--- config.mk ---
export PLATFORM = sky130hd
export DESIGN_NAME = scdc_dev_flat
export DESIGN_NICKNAME = d
export VERILOG_FILES = /design/src/hw/scdc_pkg.sv /design/src/hw/scdc_if.sv /design/src/hw/scdc_dev.sv /design/src/flat_wrapper.sv
export SDC_FILE = /design/constraint.sdc
export NUM_CORES = 1
export LEC_CHECK = 0
export BUFFER_PORTS_ARGS = -buffer_cell sky130_fd_sc_hd__buf_2
export CAP_MARGIN = 30
export CORE_UTILIZATION = 40
export CTS_BUF_LIST = sky130_fd_sc_hd__clkbuf_4
export CTS_CLUSTER_SIZE = 40
export DETAILED_ROUTE_END_ITERATION = 8
export SYNTH_ARGS = -nofsm -noshare
export SYNTH_HDL_FRONTEND = slang
export SYNTH_SLANG_ARGS = --single-unit
--- constraint.sdc ---
create_clock -name pclk -period 2.4 [get_ports pclk]
set_input_delay 0.12 -clock pclk [delete_from_list [all_inputs] [get_ports pclk]]
set_output_delay 0.12 -clock pclk [all_outputs]
set_load 0.005 [all_outputs]
--- src/hw/scdc_pkg.sv ---
// Shared constants and types for the system clock domain control block.
// Assumes a single pclk domain at 10 MHz and an APB register port.
`default_nettype none
package scdc_pkg;
  // ==========================================================================
  // Register map (byte addresses, one word each)
  // ==========================================================================
  localparam logic [11:0] SCDC_CGC1_ADDR  = 12'h000; // clock_generator_control_1
  localparam logic [11:0] SCDC_CCFG2_ADDR = 12'h004; // clock_configuration_2
  localparam logic [11:0] SCDC_PCG1_ADDR  = 12'h008; // peripheral_clock_gating_1
  localparam logic [11:0] SCDC_IDLE_ADDR  = 12'h00C; // cpu_idle_configuration
  localparam logic [11:0] SCDC_ST3_ADDR   = 12'h010; // cpu_status_register_3
  localparam logic [11:0] SCDC_USB_ADDR   = 12'h014; // usb_system_control
  localparam logic [11:0] SCDC_STAT_ADDR  = 12'h018; // live status, read only
  localparam logic [11:0] SCDC_RTC_LO     = 12'h900; // rtc window start
  localparam logic [11:0] SCDC_RTC_HI     = 12'h97F; // rtc window end
  localparam logic [11:0] SCDC_RTC_PMGT   = 12'h904; // rtc_power_management
  // ==========================================================================
  // Field positions and widths
  // ==========================================================================
  localparam int SCDC_PLL_POWER_DOWN_BIT_BIT = 0;  // pll_power_down_bit
  localparam int SCDC_SYSSEL_BIT    = 0;  // system_clock_source_select
  localparam int SCDC_MCD_BIT       = 15; // master_clock_disable
  localparam int SCDC_ND            = 8;  // gated peripheral domains
  localparam int SCDC_ICR_BIT       = 0;  // cpu_idle_clock_request
  localparam int SCDC_CLOCK_OUTPUT_DISABLE_BIT    = 0;  // clock_output_disable
  localparam int SCDC_USBEN_BIT     = 0;  // usb oscillator enable
  localparam int SCDC_NIRQ          = 8;  // cpu interrupt lines
  // ==========================================================================
  // Reset values and timing
  // ==========================================================================
  localparam logic [31:0] SCDC_CGC1_RST   = 32'h0000_0000;
  localparam logic [31:0] SCDC_PCG1_RST   = 32'h0000_0000;
  localparam logic [31:0] SCDC_ZERO       = 32'h0000_0000;
  localparam int          SCDC_CLK_NS     = 100;
  localparam int          SCDC_IO_LAT_CYC = 2;  // write latency in cpu cycles
  localparam int          SCDC_IO_LAT_NS  = SCDC_IO_LAT_CYC * SCDC_CLK_NS;
  localparam int          SCDC_LAT_N      = (SCDC_IO_LAT_NS + SCDC_CLK_NS - 1) / SCDC_CLK_NS;
  typedef enum logic [1:0] {
    SCDC_RUN   = 2'b00,
    SCDC_IDLE  = 2'b01,
    SCDC_MSTOP = 2'b10
  } scdc_pwr_t;
endpackage : scdc_pkg
`default_nettype wire

--- src/hw/scdc_if.sv ---
// Interface joining the clock control device and the partner domain logic.
// Assumes both ends share pclk; the bench resolves the debug pin level.
`default_nettype none
interface scdc_if (
  input wire logic pclk,
  input wire logic presetn
);
  logic                       clk_sel;      // Reference select strap.
  logic                       sys_clk_en;   // System clock running.
  logic                       cpu_clk_en;   // CPU clock running.
  logic [scdc_pkg::SCDC_ND-1:0] dom_en;     // Per-domain enables.
  logic                       pll_sel;      // PLL is the system source.
  logic                       idle_instr;   // CPU executed idle.
  logic [scdc_pkg::SCDC_NIRQ-1:0] irq;      // Interrupt requests.
  logic [scdc_pkg::SCDC_NIRQ-1:0] irq_mask; // Interrupt enables.
  logic                       wake_pin;
  logic                       external_interrupt_zero;
  logic                       external_interrupt_one;
  logic                       rtc_irq;
  logic                       dbg_o;        // Debug clock output value.
  logic                       dbg_oe_n;     // Low while driving.
  modport dev (
    input  clk_sel, idle_instr, irq, irq_mask, wake_pin,
           external_interrupt_zero, external_interrupt_one, rtc_irq,
    output sys_clk_en, cpu_clk_en, dom_en, pll_sel, dbg_o, dbg_oe_n
  );
  modport part (
    output clk_sel, idle_instr, irq, irq_mask, wake_pin,
           external_interrupt_zero, external_interrupt_one, rtc_irq,
    input  sys_clk_en, cpu_clk_en, dom_en, pll_sel, dbg_o, dbg_oe_n
  );
endinterface : scdc_if
`default_nettype wire

--- src/hw/scdc_dev.sv ---
// Clock control device: reference select, PLL bypass and power-down, master
// and idle gates, per-domain gates, debug clock pin, APB register port.
// Assumes partner pins arrive asynchronously and are synchronised here.
// Operation
// - Reference from external clock or RTC oscillator
// - Reference-select pin held static by board
// - Bypass lets reference drive system clock
// - USB oscillator never feeds reference path
// - USB oscillator off at reset
// - RTC window dead while RTC oscillator off
// - PLL power-down bit stops the PLL
// - Software bypasses before powering PLL down
// - PLL select refused while PLL down
// - Master disable stops the system clock
// - Wake, external interrupts or RTC restart it (RTC restarts it only while RTC oscillator on)
// - Idle request plus idle instruction stops CPU
// - Unmasked interrupt restarts the CPU clock
// - Each domain has its own enable
// - Clock-output disable tristates debug clock pin
// - Separate 64K-word word-access register space
// - Writes take effect two cycles later
// - Wait latency only after last write
// - Software checks domain enabled before access
// - Gated read returns last value seen
// - Glitch-free switch between bypass and PLL
//
// Our own choices: the APB slave port and the register offsets.
`default_nettype none
module scdc_dev
  import scdc_pkg::*;
(
  input  wire logic        pclk,          // Register clock.
  input  wire logic        presetn,       // Async reset, active low.
  input  wire logic        psel,          // APB select.
  input  wire logic        penable,       // APB enable.
  input  wire logic        pwrite,        // APB direction.
  input  wire logic [15:0] paddr,         // APB word address space.
  input  wire logic [31:0] pwdata,        // APB write data.
  output logic      [31:0] prdata,        // APB read data.
  output logic             pready,        // APB ready.
  output logic             pslverr,       // APB error.
  input  wire logic        rtc_osc_on,    // RTC oscillator running.
  output logic             usb_osc_en,    // USB oscillator enable.
  output logic             ref_is_rtc,    // Reference from RTC oscillator.
  scdc_if.dev              lnk            // Partner side.
);
  // ==========================================================================
  // Synchronisers
  // ==========================================================================
  localparam int NS = 5 + SCDC_NIRQ;
  logic [NS-1:0] s1_q, s2_q, a_in;
  assign a_in = {lnk.clk_sel, lnk.idle_instr, lnk.wake_pin,
                 lnk.external_interrupt_zero | lnk.external_interrupt_one, lnk.rtc_irq,
                 lnk.irq & lnk.irq_mask};
  logic rtc_s1_q, rtc_s2_q;
  always_ff @(posedge pclk or negedge presetn) begin
    if (!presetn) begin
      s1_q     <= '0;
      s2_q     <= '0;
      rtc_s1_q <= 1'b0;
      rtc_s2_q <= 1'b0;
    end else begin
      s1_q     <= a_in;
      s2_q     <= s1_q;
      rtc_s1_q <= rtc_osc_on;
      rtc_s2_q <= rtc_s1_q;
    end
  end
  logic sel_s, idle_s, wake_s, xint_s, rtci_s;
  logic [SCDC_NIRQ-1:0] irq_s;
  assign {sel_s, idle_s, wake_s, xint_s, rtci_s, irq_s} = s2_q;
  // Strap caught once after reset release; later changes are ignored.
  logic [2:0] strap_q;
  logic       ref_rtc_q;
  always_ff @(posedge pclk or negedge presetn) begin
    if (!presetn) begin
      strap_q   <= '0;
      ref_rtc_q <= 1'b0;
    end else begin
      strap_q <= {strap_q[1:0], 1'b1};
      if (strap_q == 3'b011) begin
        ref_rtc_q <= sel_s;
      end
    end
  end
  assign ref_is_rtc = ref_rtc_q;
  // ==========================================================================
  // Registers
  // ==========================================================================
  logic pll_pd_q, syssel_q, mcd_q, icr_q, clock_output_disable_q, usb_en_q;
  logic [SCDC_ND-1:0] dgate_q;     // 1 = domain clock gated off
  logic [15:0]        rtc_pmgt_q;
  logic [31:0]        rtc_last_q;
  logic wr, rd, rtc_hit;
  assign wr      = psel & penable & pwrite;
  assign rd      = psel & penable & ~pwrite;
  assign rtc_hit = (paddr[11:0] >= SCDC_RTC_LO) && (paddr[11:0] <= SCDC_RTC_HI)
                   && (paddr[15:12] == 4'h1);
  // Writes are staged and applied a fixed latency later.
  logic [SCDC_LAT_N-1:0] wv_q;
  logic [15:0]           wa_q [SCDC_LAT_N];
  logic [31:0]           wd_q [SCDC_LAT_N];
  always_ff @(posedge pclk or negedge presetn) begin
    if (!presetn) begin
      wv_q <= '0;
      for (int i = 0; i < SCDC_LAT_N; i++) begin
        wa_q[i] <= '0;
        wd_q[i] <= SCDC_ZERO;
      end
    end else begin
      wv_q[0] <= wr;
      wa_q[0] <= paddr;
      wd_q[0] <= pwdata;
      for (int i = 1; i < SCDC_LAT_N; i++) begin
        wv_q[i] <= wv_q[i-1];
        wa_q[i] <= wa_q[i-1];
        wd_q[i] <= wd_q[i-1];
      end
    end
  end
  logic        aw;
  logic [15:0] aa;
  logic [31:0] ad;
  assign aw = wv_q[SCDC_LAT_N-1];
  assign aa = wa_q[SCDC_LAT_N-1];
  assign ad = wd_q[SCDC_LAT_N-1];
  logic pwr_wake;
  always_ff @(posedge pclk or negedge presetn) begin
    if (!presetn) begin
      pll_pd_q <= SCDC_CGC1_RST[SCDC_PLL_POWER_DOWN_BIT_BIT];
      syssel_q <= 1'b0;
      mcd_q    <= SCDC_PCG1_RST[SCDC_MCD_BIT];
      dgate_q  <= SCDC_PCG1_RST[SCDC_ND-1:0];
      icr_q    <= 1'b0;
      clock_output_disable_q <= 1'b0;
      usb_en_q <= 1'b0;
      rtc_pmgt_q <= '0;
    end else begin
      if (pwr_wake) begin
        mcd_q <= 1'b0;
      end
      if (aw) begin
        if (aa == {4'h0, SCDC_CGC1_ADDR}) begin
          pll_pd_q <= ad[SCDC_PLL_POWER_DOWN_BIT_BIT];
        end else if (aa == {4'h0, SCDC_CCFG2_ADDR}) begin
          syssel_q <= ad[SCDC_SYSSEL_BIT] & ~pll_pd_q;
        end else if (aa == {4'h0, SCDC_PCG1_ADDR}) begin
          mcd_q   <= ad[SCDC_MCD_BIT] & ~pwr_wake;
          dgate_q <= ad[SCDC_ND-1:0];
        end else if (aa == {4'h0, SCDC_IDLE_ADDR}) begin
          icr_q <= ad[SCDC_ICR_BIT];
        end else if (aa == {4'h0, SCDC_ST3_ADDR}) begin
          clock_output_disable_q <= ad[SCDC_CLOCK_OUTPUT_DISABLE_BIT];
        end else if (aa == {4'h0, SCDC_USB_ADDR}) begin
          usb_en_q <= ad[SCDC_USBEN_BIT];
        end else if (aa == {4'h1, SCDC_RTC_PMGT} && rtc_s2_q) begin
          rtc_pmgt_q <= ad[15:0];
        end
      end
    end
  end
  assign usb_osc_en = usb_en_q;
  // ==========================================================================
  // Power state: master stop and CPU idle
  // ==========================================================================
  scdc_pwr_t st_q;
  assign pwr_wake = wake_s | xint_s | (rtci_s & rtc_s2_q);
  always_ff @(posedge pclk or negedge presetn) begin
    if (!presetn) begin
      st_q <= SCDC_RUN;
    end else begin
      case (st_q)
        SCDC_RUN: begin
          if (mcd_q) begin
            st_q <= SCDC_MSTOP;
          end else if (icr_q && idle_s && (irq_s == '0)) begin
            st_q <= SCDC_IDLE;
          end
        end
        SCDC_IDLE: begin
          if (irq_s != '0) begin
            st_q <= SCDC_RUN;
          end
        end
        SCDC_MSTOP: begin
          if (pwr_wake) begin
            st_q <= SCDC_RUN;
          end
        end
        default: st_q <= SCDC_RUN;
      endcase
    end
  end
  // Enables change on the rising edge, i.e. while the gated clock's latch
  // is closed; the gate cells downstream latch them while the clock is low.
  logic sys_en_q, cpu_en_q, psel_q;
  logic [SCDC_ND-1:0] den_q;
  always_ff @(posedge pclk or negedge presetn) begin
    if (!presetn) begin
      sys_en_q <= 1'b1;
      cpu_en_q <= 1'b1;
      den_q    <= '1;
      psel_q   <= 1'b0;
    end else begin
      sys_en_q <= (st_q != SCDC_MSTOP);
      cpu_en_q <= (st_q == SCDC_RUN);
      den_q    <= ~dgate_q & {SCDC_ND{st_q != SCDC_MSTOP}};
      psel_q   <= syssel_q & ~pll_pd_q;
    end
  end
  assign lnk.sys_clk_en = sys_en_q;
  assign lnk.cpu_clk_en = cpu_en_q;
  assign lnk.dom_en     = den_q;
  assign lnk.pll_sel    = psel_q;
  assign lnk.dbg_o      = sys_en_q;
  assign lnk.dbg_oe_n   = clock_output_disable_q;
  // ==========================================================================
  // APB read path
  // ==========================================================================
  always_ff @(posedge pclk or negedge presetn) begin
    if (!presetn) begin
      rtc_last_q <= SCDC_ZERO;
    end else if (rd && rtc_hit && rtc_s2_q) begin
      rtc_last_q <= {16'h0000, rtc_pmgt_q};
    end
  end
  always_comb begin
    prdata  = SCDC_ZERO;
    pslverr = 1'b0;
    if (paddr[15:12] == 4'h0 && paddr[11:0] == SCDC_CGC1_ADDR) begin
      prdata[SCDC_PLL_POWER_DOWN_BIT_BIT] = pll_pd_q;
    end else if (paddr[15:12] == 4'h0 && paddr[11:0] == SCDC_CCFG2_ADDR) begin
      prdata[SCDC_SYSSEL_BIT] = syssel_q;
    end else if (paddr[15:12] == 4'h0 && paddr[11:0] == SCDC_PCG1_ADDR) begin
      prdata[SCDC_MCD_BIT]    = mcd_q;
      prdata[SCDC_ND-1:0]     = dgate_q;
    end else if (paddr[15:12] == 4'h0 && paddr[11:0] == SCDC_IDLE_ADDR) begin
      prdata[SCDC_ICR_BIT] = icr_q;
    end else if (paddr[15:12] == 4'h0 && paddr[11:0] == SCDC_ST3_ADDR) begin
      prdata[SCDC_CLOCK_OUTPUT_DISABLE_BIT] = clock_output_disable_q;
    end else if (paddr[15:12] == 4'h0 && paddr[11:0] == SCDC_USB_ADDR) begin
      prdata[SCDC_USBEN_BIT] = usb_en_q;
    end else if (paddr[15:12] == 4'h0 && paddr[11:0] == SCDC_STAT_ADDR) begin
      prdata[1:0] = st_q;
      prdata[2]   = psel_q;
      prdata[3]   = ref_rtc_q;
      prdata[4]   = rtc_s2_q;
    end else if (rtc_hit) begin
      prdata  = rtc_s2_q ? {16'h0000, rtc_pmgt_q} : rtc_last_q;
      pslverr = ~rtc_s2_q;
    end else begin
      pslverr = 1'b1;
    end
  end
  assign pready = 1'b1;
endmodule : scdc_dev
`default_nettype wire

--- src/flat_wrapper.sv ---
// flat-port wrapper written by rule: the top's interface ports become plain ports
module scdc_dev_flat import scdc_pkg::*;
  (pclk, presetn, psel, penable, pwrite, paddr, pwdata, prdata, pready, pslverr, rtc_osc_on, usb_osc_en, ref_is_rtc, lnk_clk_sel, lnk_idle_instr, lnk_irq, lnk_irq_mask, lnk_wake_pin, lnk_external_interrupt_zero, lnk_external_interrupt_one, lnk_rtc_irq, lnk_sys_clk_en, lnk_cpu_clk_en, lnk_dom_en, lnk_pll_sel, lnk_dbg_o, lnk_dbg_oe_n);
  scdc_if lnk_i (.pclk(pclk), .presetn(presetn));
  input  wire logic pclk;
  input  wire logic presetn;
  input  wire logic psel;
  input  wire logic penable;
  input  wire logic pwrite;
  input  wire logic [15:0] paddr;
  input  wire logic [31:0] pwdata;
  output logic      [31:0] prdata;
  output logic pready;
  output logic pslverr;
  input  wire logic rtc_osc_on;
  output logic usb_osc_en;
  output logic ref_is_rtc;
  input wire logic [$bits(lnk_i.clk_sel)-1:0] lnk_clk_sel;
  input wire logic [$bits(lnk_i.idle_instr)-1:0] lnk_idle_instr;
  input wire logic [$bits(lnk_i.irq)-1:0] lnk_irq;
  input wire logic [$bits(lnk_i.irq_mask)-1:0] lnk_irq_mask;
  input wire logic [$bits(lnk_i.wake_pin)-1:0] lnk_wake_pin;
  input wire logic [$bits(lnk_i.external_interrupt_zero)-1:0] lnk_external_interrupt_zero;
  input wire logic [$bits(lnk_i.external_interrupt_one)-1:0] lnk_external_interrupt_one;
  input wire logic [$bits(lnk_i.rtc_irq)-1:0] lnk_rtc_irq;
  output wire logic [$bits(lnk_i.sys_clk_en)-1:0] lnk_sys_clk_en;
  output wire logic [$bits(lnk_i.cpu_clk_en)-1:0] lnk_cpu_clk_en;
  output wire logic [$bits(lnk_i.dom_en)-1:0] lnk_dom_en;
  output wire logic [$bits(lnk_i.pll_sel)-1:0] lnk_pll_sel;
  output wire logic [$bits(lnk_i.dbg_o)-1:0] lnk_dbg_o;
  output wire logic [$bits(lnk_i.dbg_oe_n)-1:0] lnk_dbg_oe_n;
  assign lnk_i.clk_sel = lnk_clk_sel;
  assign lnk_i.idle_instr = lnk_idle_instr;
  assign lnk_i.irq = lnk_irq;
  assign lnk_i.irq_mask = lnk_irq_mask;
  assign lnk_i.wake_pin = lnk_wake_pin;
  assign lnk_i.external_interrupt_zero = lnk_external_interrupt_zero;
  assign lnk_i.external_interrupt_one = lnk_external_interrupt_one;
  assign lnk_i.rtc_irq = lnk_rtc_irq;
  assign lnk_sys_clk_en = lnk_i.sys_clk_en;
  assign lnk_cpu_clk_en = lnk_i.cpu_clk_en;
  assign lnk_dom_en = lnk_i.dom_en;
  assign lnk_pll_sel = lnk_i.pll_sel;
  assign lnk_dbg_o = lnk_i.dbg_o;
  assign lnk_dbg_oe_n = lnk_i.dbg_oe_n;
  scdc_dev u_core (.pclk(pclk), .presetn(presetn), .psel(psel), .penable(penable), .pwrite(pwrite), .paddr(paddr), .pwdata(pwdata), .prdata(prdata), .pready(pready), .pslverr(pslverr), .rtc_osc_on(rtc_osc_on), .usb_osc_en(usb_osc_en), .ref_is_rtc(ref_is_rtc), .lnk(lnk_i));
endmodule
After elaboration in Yosys (flattened, before gate mapping):

Cells that the tools add are included.

* register bits: 157
* output and inout port bits: 49
* word-level logic and storage cells: 141
* input port bits: 76

* reductions and logical operators: 28
* multiplexer cells: 43
* equality and inequality tests: 20
* bitwise gates (word level): 23
* magnitude comparators: 2

Operator list (number)
* $mux W32: 8
* $mux W31: 5
* $eq A12 B5 Y1 const B: 3
* $eq A16 B4 Y1 const B: 2
* $eq A16 B5 Y1 const B: 2
* $mux W16: 2
* $mux W27: 1
* $eq A12 B4 Y1 const B: 2
* $mux W1: 19
* $and A8 B8 Y8: 2
* $eq A16 B13 Y1 const B: 1
* $eq A16 B3 Y1 const B: 1
* $logic_not A16 Y1: 1
* $logic_and A1 B1 Y1: 14
* $eq A12 B3 Y1 const B: 1
* $ge A12 B12 Y1 const B: 1
* $le A12 B12 Y1 const B: 1
* $logic_not A12 Y1: 1
* $not A1 Y1: 10
* $logic_not A8 Y1: 1
* $mux W2: 4
* $mux W8: 1
* $not A8 Y8: 1
* $reduce_and A8 Y1: 1
* other kinds (21): 31

Depth between registers and ports, before layout:

* word-level depth: 18
* depth in mapped cells: 6
* depth with buffers taken out: 5

Least setup slack after synthesis:

OpenSTA, ideal clock, no wires.

* kind: register to register
* start: reg u_core.wa_q, in the netlist u_core.aa[10]
* end: reg u_core.clock_output_disable_q, in the netlist u_core.lnk.dbg_oe_n
* setup time: 0.128 ns
* path buffers: 0
* clock period less this slack: 2.049 ns
* cell stages (with the launch flop): 5
* data arrival time: 1.921 ns
* data required time: 2.272 ns
* setup slack: 0.351 ns
* path through: dfrtp_1 > or4_4 > or4_4 > nor3b_2 > mux2_1

* cells in the longest elaborated chain, start to end: 3
* elaborated cells between the ends (all ways): 10
* classes of those cells: eq/ne: 4; bitwise: 4; reduce/logical: 2

Ends and longest elaborated chain
* from (decl): RTL line scdc_dev.sv:101 `logic [15:0] wa_q [SCDC_LAT_N];`
* from (signal, indexed assignment): RTL line scdc_dev.sv:116 `wa_q[i] <= wa_q[i-1];`
* $eq A16 B3 Y1, or another cell as far along: RTL line scdc_dev.sv:145 `end else if (aa == {4'h0, SCDC_CCFG2_ADDR}) begin`
* $not A1 Y1 (no line)
* $reduce_and A6 Y1 (no line) *
* to (signal assigned): RTL line scdc_dev.sv:153 `clock_output_disable_q <= ad[SCDC_CLOCK_OUTPUT_DISABLE_BIT];`
* to (decl): RTL line scdc_dev.sv:90 `logic pll_pd_q, syssel_q, mcd_q, icr_q, clock_output_disable_q, usb_en_q;`

Mark *: on every way between the ends. The rest lies on a longest branch, timed or not.
A chain may end at the register's enable or synchronous reset.

Worst setup path after layout:

* start: in paddr[7]
* end: out prdata[0]

* cells in the longest elaborated chain, start to end: 18
* elaborated cells between the ends (all ways): 33
* classes of those cells: order compare: 2; eq/ne: 6; mux: 15; reduce/logical: 10

Ends and longest elaborated chain
* from (decl): RTL line flat_wrapper.sv:10 `input wire logic [15:0] paddr;`
* $ge A12 B12 Y1 / $le A12 B12 Y1 (equally long branches): RTL line scdc_dev.sv:97 `assign rtc_hit = (paddr[11:0] >= SCDC_RTC_LO) && (paddr[11:0] <= SCDC_RTC_HI)`
* $logic_and A1 B1 Y1: RTL line scdc_dev.sv:97
* $logic_and A1 B1 Y1: RTL line scdc_dev.sv:98 `&& (paddr[15:12] == 4'h1);`
* $mux W32: RTL line scdc_dev.sv:248 `end else if (rtc_hit) begin`
* $mux W32: RTL line scdc_dev.sv:243 `end else if (paddr[15:12] == 4'h0 && paddr[11:0] == SCDC_STAT_ADDR) begin`
* $mux W32: RTL line scdc_dev.sv:241 `end else if (paddr[15:12] == 4'h0 && paddr[11:0] == SCDC_USB_ADDR) begin`
* $mux W32: RTL line scdc_dev.sv:239 `end else if (paddr[15:12] == 4'h0 && paddr[11:0] == SCDC_ST3_ADDR) begin`
* $mux W32: RTL line scdc_dev.sv:237 `end else if (paddr[15:12] == 4'h0 && paddr[11:0] == SCDC_IDLE_ADDR) begin`
* (+2 left out)
* $mux W32: RTL line scdc_dev.sv:230 `if (paddr[15:12] == 4'h0 && paddr[11:0] == SCDC_CGC1_ADDR) begin`
* $mux W5: RTL line scdc_dev.sv:243
* $mux W1: RTL line scdc_dev.sv:241
* $mux W1: RTL line scdc_dev.sv:239
* $mux W1: RTL line scdc_dev.sv:237
* $mux W8: RTL line scdc_dev.sv:234 `end else if (paddr[15:12] == 4'h0 && paddr[11:0] == SCDC_PCG1_ADDR) begin`
* $mux W1: RTL line scdc_dev.sv:232 `end else if (paddr[15:12] == 4'h0 && paddr[11:0] == SCDC_CCFG2_ADDR) begin`
* $mux W1 *: RTL line scdc_dev.sv:230
* to (decl): RTL line flat_wrapper.sv:12 `output logic [31:0] prdata;`

Mark *: on every way between the ends. The rest lies on a longest branch, timed or not. The select of a mux whose other input is x is not followed.

==> flow_summary_export.csv <==
group,metric,value,unit
worst_setup_path,cp.required,2.28,ns
logic_synthesis,ys.flop_type,"dfrtp_1",
sta,max_slew_margin,62.47,%
grt,grtUsageTotal,15.94,%
sta,finalSetupViolations,0,
pwr,p_leak,0.003414,uW
sta,hold_ws,0.05780,ns
routing,ant_nets,0,
flow_run,maxCapViolations,0,
routing,drc,0,
routing,vias_per_cell,4.565,
logic_synthesis,synthCells,360,
final_layout,final_util,53.10,%
placed_design,io_buffers,91,
worst_setup_path,r2r_setup_slack,0.23,ns
worst_setup_path,cp_slowest_cell,"dlygate4sd3_1",
worst_setup_path,critPathLaunch,"paddr[7]",
worst_setup_path,reg2regPathDepth,4,
die,rows,42,
sta,fin_setup_tns,0,ns
worst_setup_path,start_kind,"primary input",
worst_setup_path,path_common_cell,"buf_2",
placed_design,dp_hpwl,6.468,mm
logic_synthesis,yosysSeqAreaShare,71.77,%
final_layout,areaGrowthSynthToFinish,28.55,%
sta,fin_crit_sh,97.09,%
final_layout,final_cell_mix,"147 x dfrtp_1, 90 x buf_2, 58 x dlygate4sd3_1",
clocking,cts_sinks,157,
final_layout,fillerInstances,1136,
die,core,13300,sq um
sta,timing.fmax,429.2,MHz
die,die_area,14200,sq um
final_layout,drive_gt1_share,34.81,%
grt,grt_pass1_wl,16.70,mm
worst_setup_path,cp_max_fo,11,
worst_setup_path,r2r_start,"u_core.aa[10]$_DFF_PN0_",
grt,grt_pass1_vias,3413,
logic_synthesis,synth_cell_type_count,42,
routing,routed_wl,10.24,mm
sta,fin_skew,0.01134,ns
routing,dr.pass1.iters,4,
die,die_h,119.2,microns
routing,drt_iter0_markers,174,
worst_setup_path,worstPathArrival,2.21,ns
clocking,cts_tree,"yes",
worst_setup_path,path_cells,"dlygate4sd3_1 > buf_2 > nor3_1 > nand3_1 > buf_4 > nor2_1 > o22ai_1 > a22oi_1 > buf_2",
worst_setup_path,crit_type,"in2out",
clocking,clk-insertion-delay-late,0.55,ns
logic_synthesis,avgSynthCellArea,15.25,sq um
grt,grt_max_degree,80,
clocking,root_buffer,"clkbuf_4",
routing,num_vias,3282,
clocking,clk_pin_slew,0.11,ns
logic_synthesis,synth_warnings,0,
run_status,outcome,"completed",
sta,tightest_slew,0.5610,ns
final_layout,final_common_cell,"dfrtp_1",
sta,hold_violations,0,
routing,avgRoutedWirePerCell,14.24,microns
die,initial_core_util,41.30,%
logic_synthesis,async_flop_share,100.0,%
worst_setup_path,slowest_delay,0.54,ns
clocking,cts_made_buffers,17,
worst_setup_path,reg2reg_to,"u_core.usb_osc_en$_DFFE_PN0P_",
die,die_x,119.2,microns
clocking,h-tree-depth,4,
worst_hold_path,hp-class,"in2async",
grt,grt_overflow,0,
pwr,power.density,667.6,nW/um^2
worst_setup_path,crit_end,"prdata[0]",
sta,rsz0062_at_grt,"false",
worst_setup_path,cp-end-kind,"output port",
pwr,peakVddDrop,0.3880,mV
sta,finalCriticalPeriod,2.330,ns
final_layout,antenna_cells,0,
placed_design,place.gp.congestion,0.7969,
grt,antenna_found_initial,0,
final_layout,nets,606,
die,num_io_pins,125,
logic_synthesis,synth_edf_count,0,
logic_synthesis,synth_seq_cells,157,
logic_synthesis,syn-cell-area,5492,sq um
sta,drv_slew,0,
clocking,clockBufferDepth,2,
-- power breakdown --
part,internal (uW),switching [uW],total (uW)
sequential,2730,33.1,2760
clock,836,875,1710
combinational,126,113,239
total,3690,1020,4710
-- how the worst min path moves through the flow --
stage,from,endpoint
after floorplan,presetn,u_core.aa[0]$_DFF_PN0_
after global placement,presetn,u_core.wd_q[34]$_DFF_PN0_
after detailed placement,presetn,u_core.wd_q[34]$_DFF_PN0_
after CTS,presetn,u_core.wv_q[0]$_DFF_PN0_
after global routing,presetn,u_core.wd_q[34]$_DFF_PN0_
final,presetn,u_core.wd_q[34]$_DFF_PN0_
-- timing repair --
| item | in CTS | in global routing |
|---|---|---|
| setup endpoints to repair | 0 | 8 |
| hold buffers | 58 | 0 |
| setup buffers | 0 | 1 |
| hold endpoints to repair | 200 | 0 |
| resized for setup | 0 | 2 |
-- state kept, by name, summed over array words and instances (netlist names), 2 cells and up --
signal,cells
u_core.wa_q,16
u_core.wv_q,2
u_core.rtc_last_q,16
u_core.dgate_q,8
u_core.ad,16
u_core.s2_q,13
u_core.wd_q,16
u_core.st_q,2
u_core.lnk.dom_en,8
u_core.strap_q,3
u_core.rtc_pmgt_q,16
u_core.aa,16
u_core.s1_q,13
-- cells in the mapped netlist (2+ instances only) --
library cell    n  area (sq um)
dfstp_2        10         262.8
dfrtp_1       147          3679
conb_1          2         7.510
o21ai_0         8         40.04
buf_1           2         7.510
inv_1           7         26.28
a21oi_1         2         10.01
nor2_1         27         101.4
nor3_1          6         30.03
nor4_1          2         12.51
nand4_1         3         18.77
mux2_2         29         326.6
clkbuf_1        2         7.510
nor3b_2         2         25.02
nand2_1        12         45.04
a221o_1         3         30.03
mux2_1         10         112.6
mux2_4          7         105.1
nand3_1         3         15.01
or4_4           3         33.78
buf_4          19         142.6
a211oi_1        3         22.52
nor4_4          2         42.54
o22ai_1         2         12.51
mux2i_1        17         170.2
a31oi_1         2         12.51
nor2b_1         4         25.02
and2_1          8         50.05
and3_1          3         18.77
-- per-stage QoR --
stage	std cells	power, uW	instance area (sq um)	worst slack (ns)
detailed placement	628	2983	6147	0.2415
finish	719	4713	7059	0.06983
CTS	718	4775	7043	0.01171
global placement	628	2976	6147	0.2402
floorplan	376	2869	5552	0.3511
global route	719	4928	7059	0.08231
-- layer usage --
metal	routed length, microns	part of all wire (%)	up-vias	GRT usage, %
met2	5131	50	73	25.51
met3	364	3.6	22	4.789
li1	-	-	1535	-
met5	0	0	-	0
met4	275	2.7	0	9.019
met1	4466	44	1652	19.18
-- cell families after synthesis --
| family | after synthesis | share of synthesized area, % |
|---|---|---|
| AOI/OAI and AO/OA | 22 | 2.597 |
| buffers and inverters | 32 | 3.646 |
| DFF | 157 | 71.77 |
| muxes | 63 | 13.01 |
| other | 2 | 0.1368 |
| and+or+nand+nor | 84 | 8.841 |
-- worst max-delay path: cells and delay by family --
kind                   cells  cell delay (ns)
AOI/OAI and AO/OA          2             0.41
buffers and inverters      4             1.08
and+or+nand+nor            3             0.59
-- cell type report --
class	count	area, sq um	share of cell area (%)
Tap cell	176	220.2	3.119
Clock inverter	13	172.7	2.446
Inverter	7	26.28	0.3722
Clock buffer	19	142.6	2.021
Multi-Input combinational cell	187	1415	20.05
Timing Repair Buffer	160	1141	16.16
Sequential cell	157	3941	55.83
Note: power is estimated with default switching activity, not from simulation.
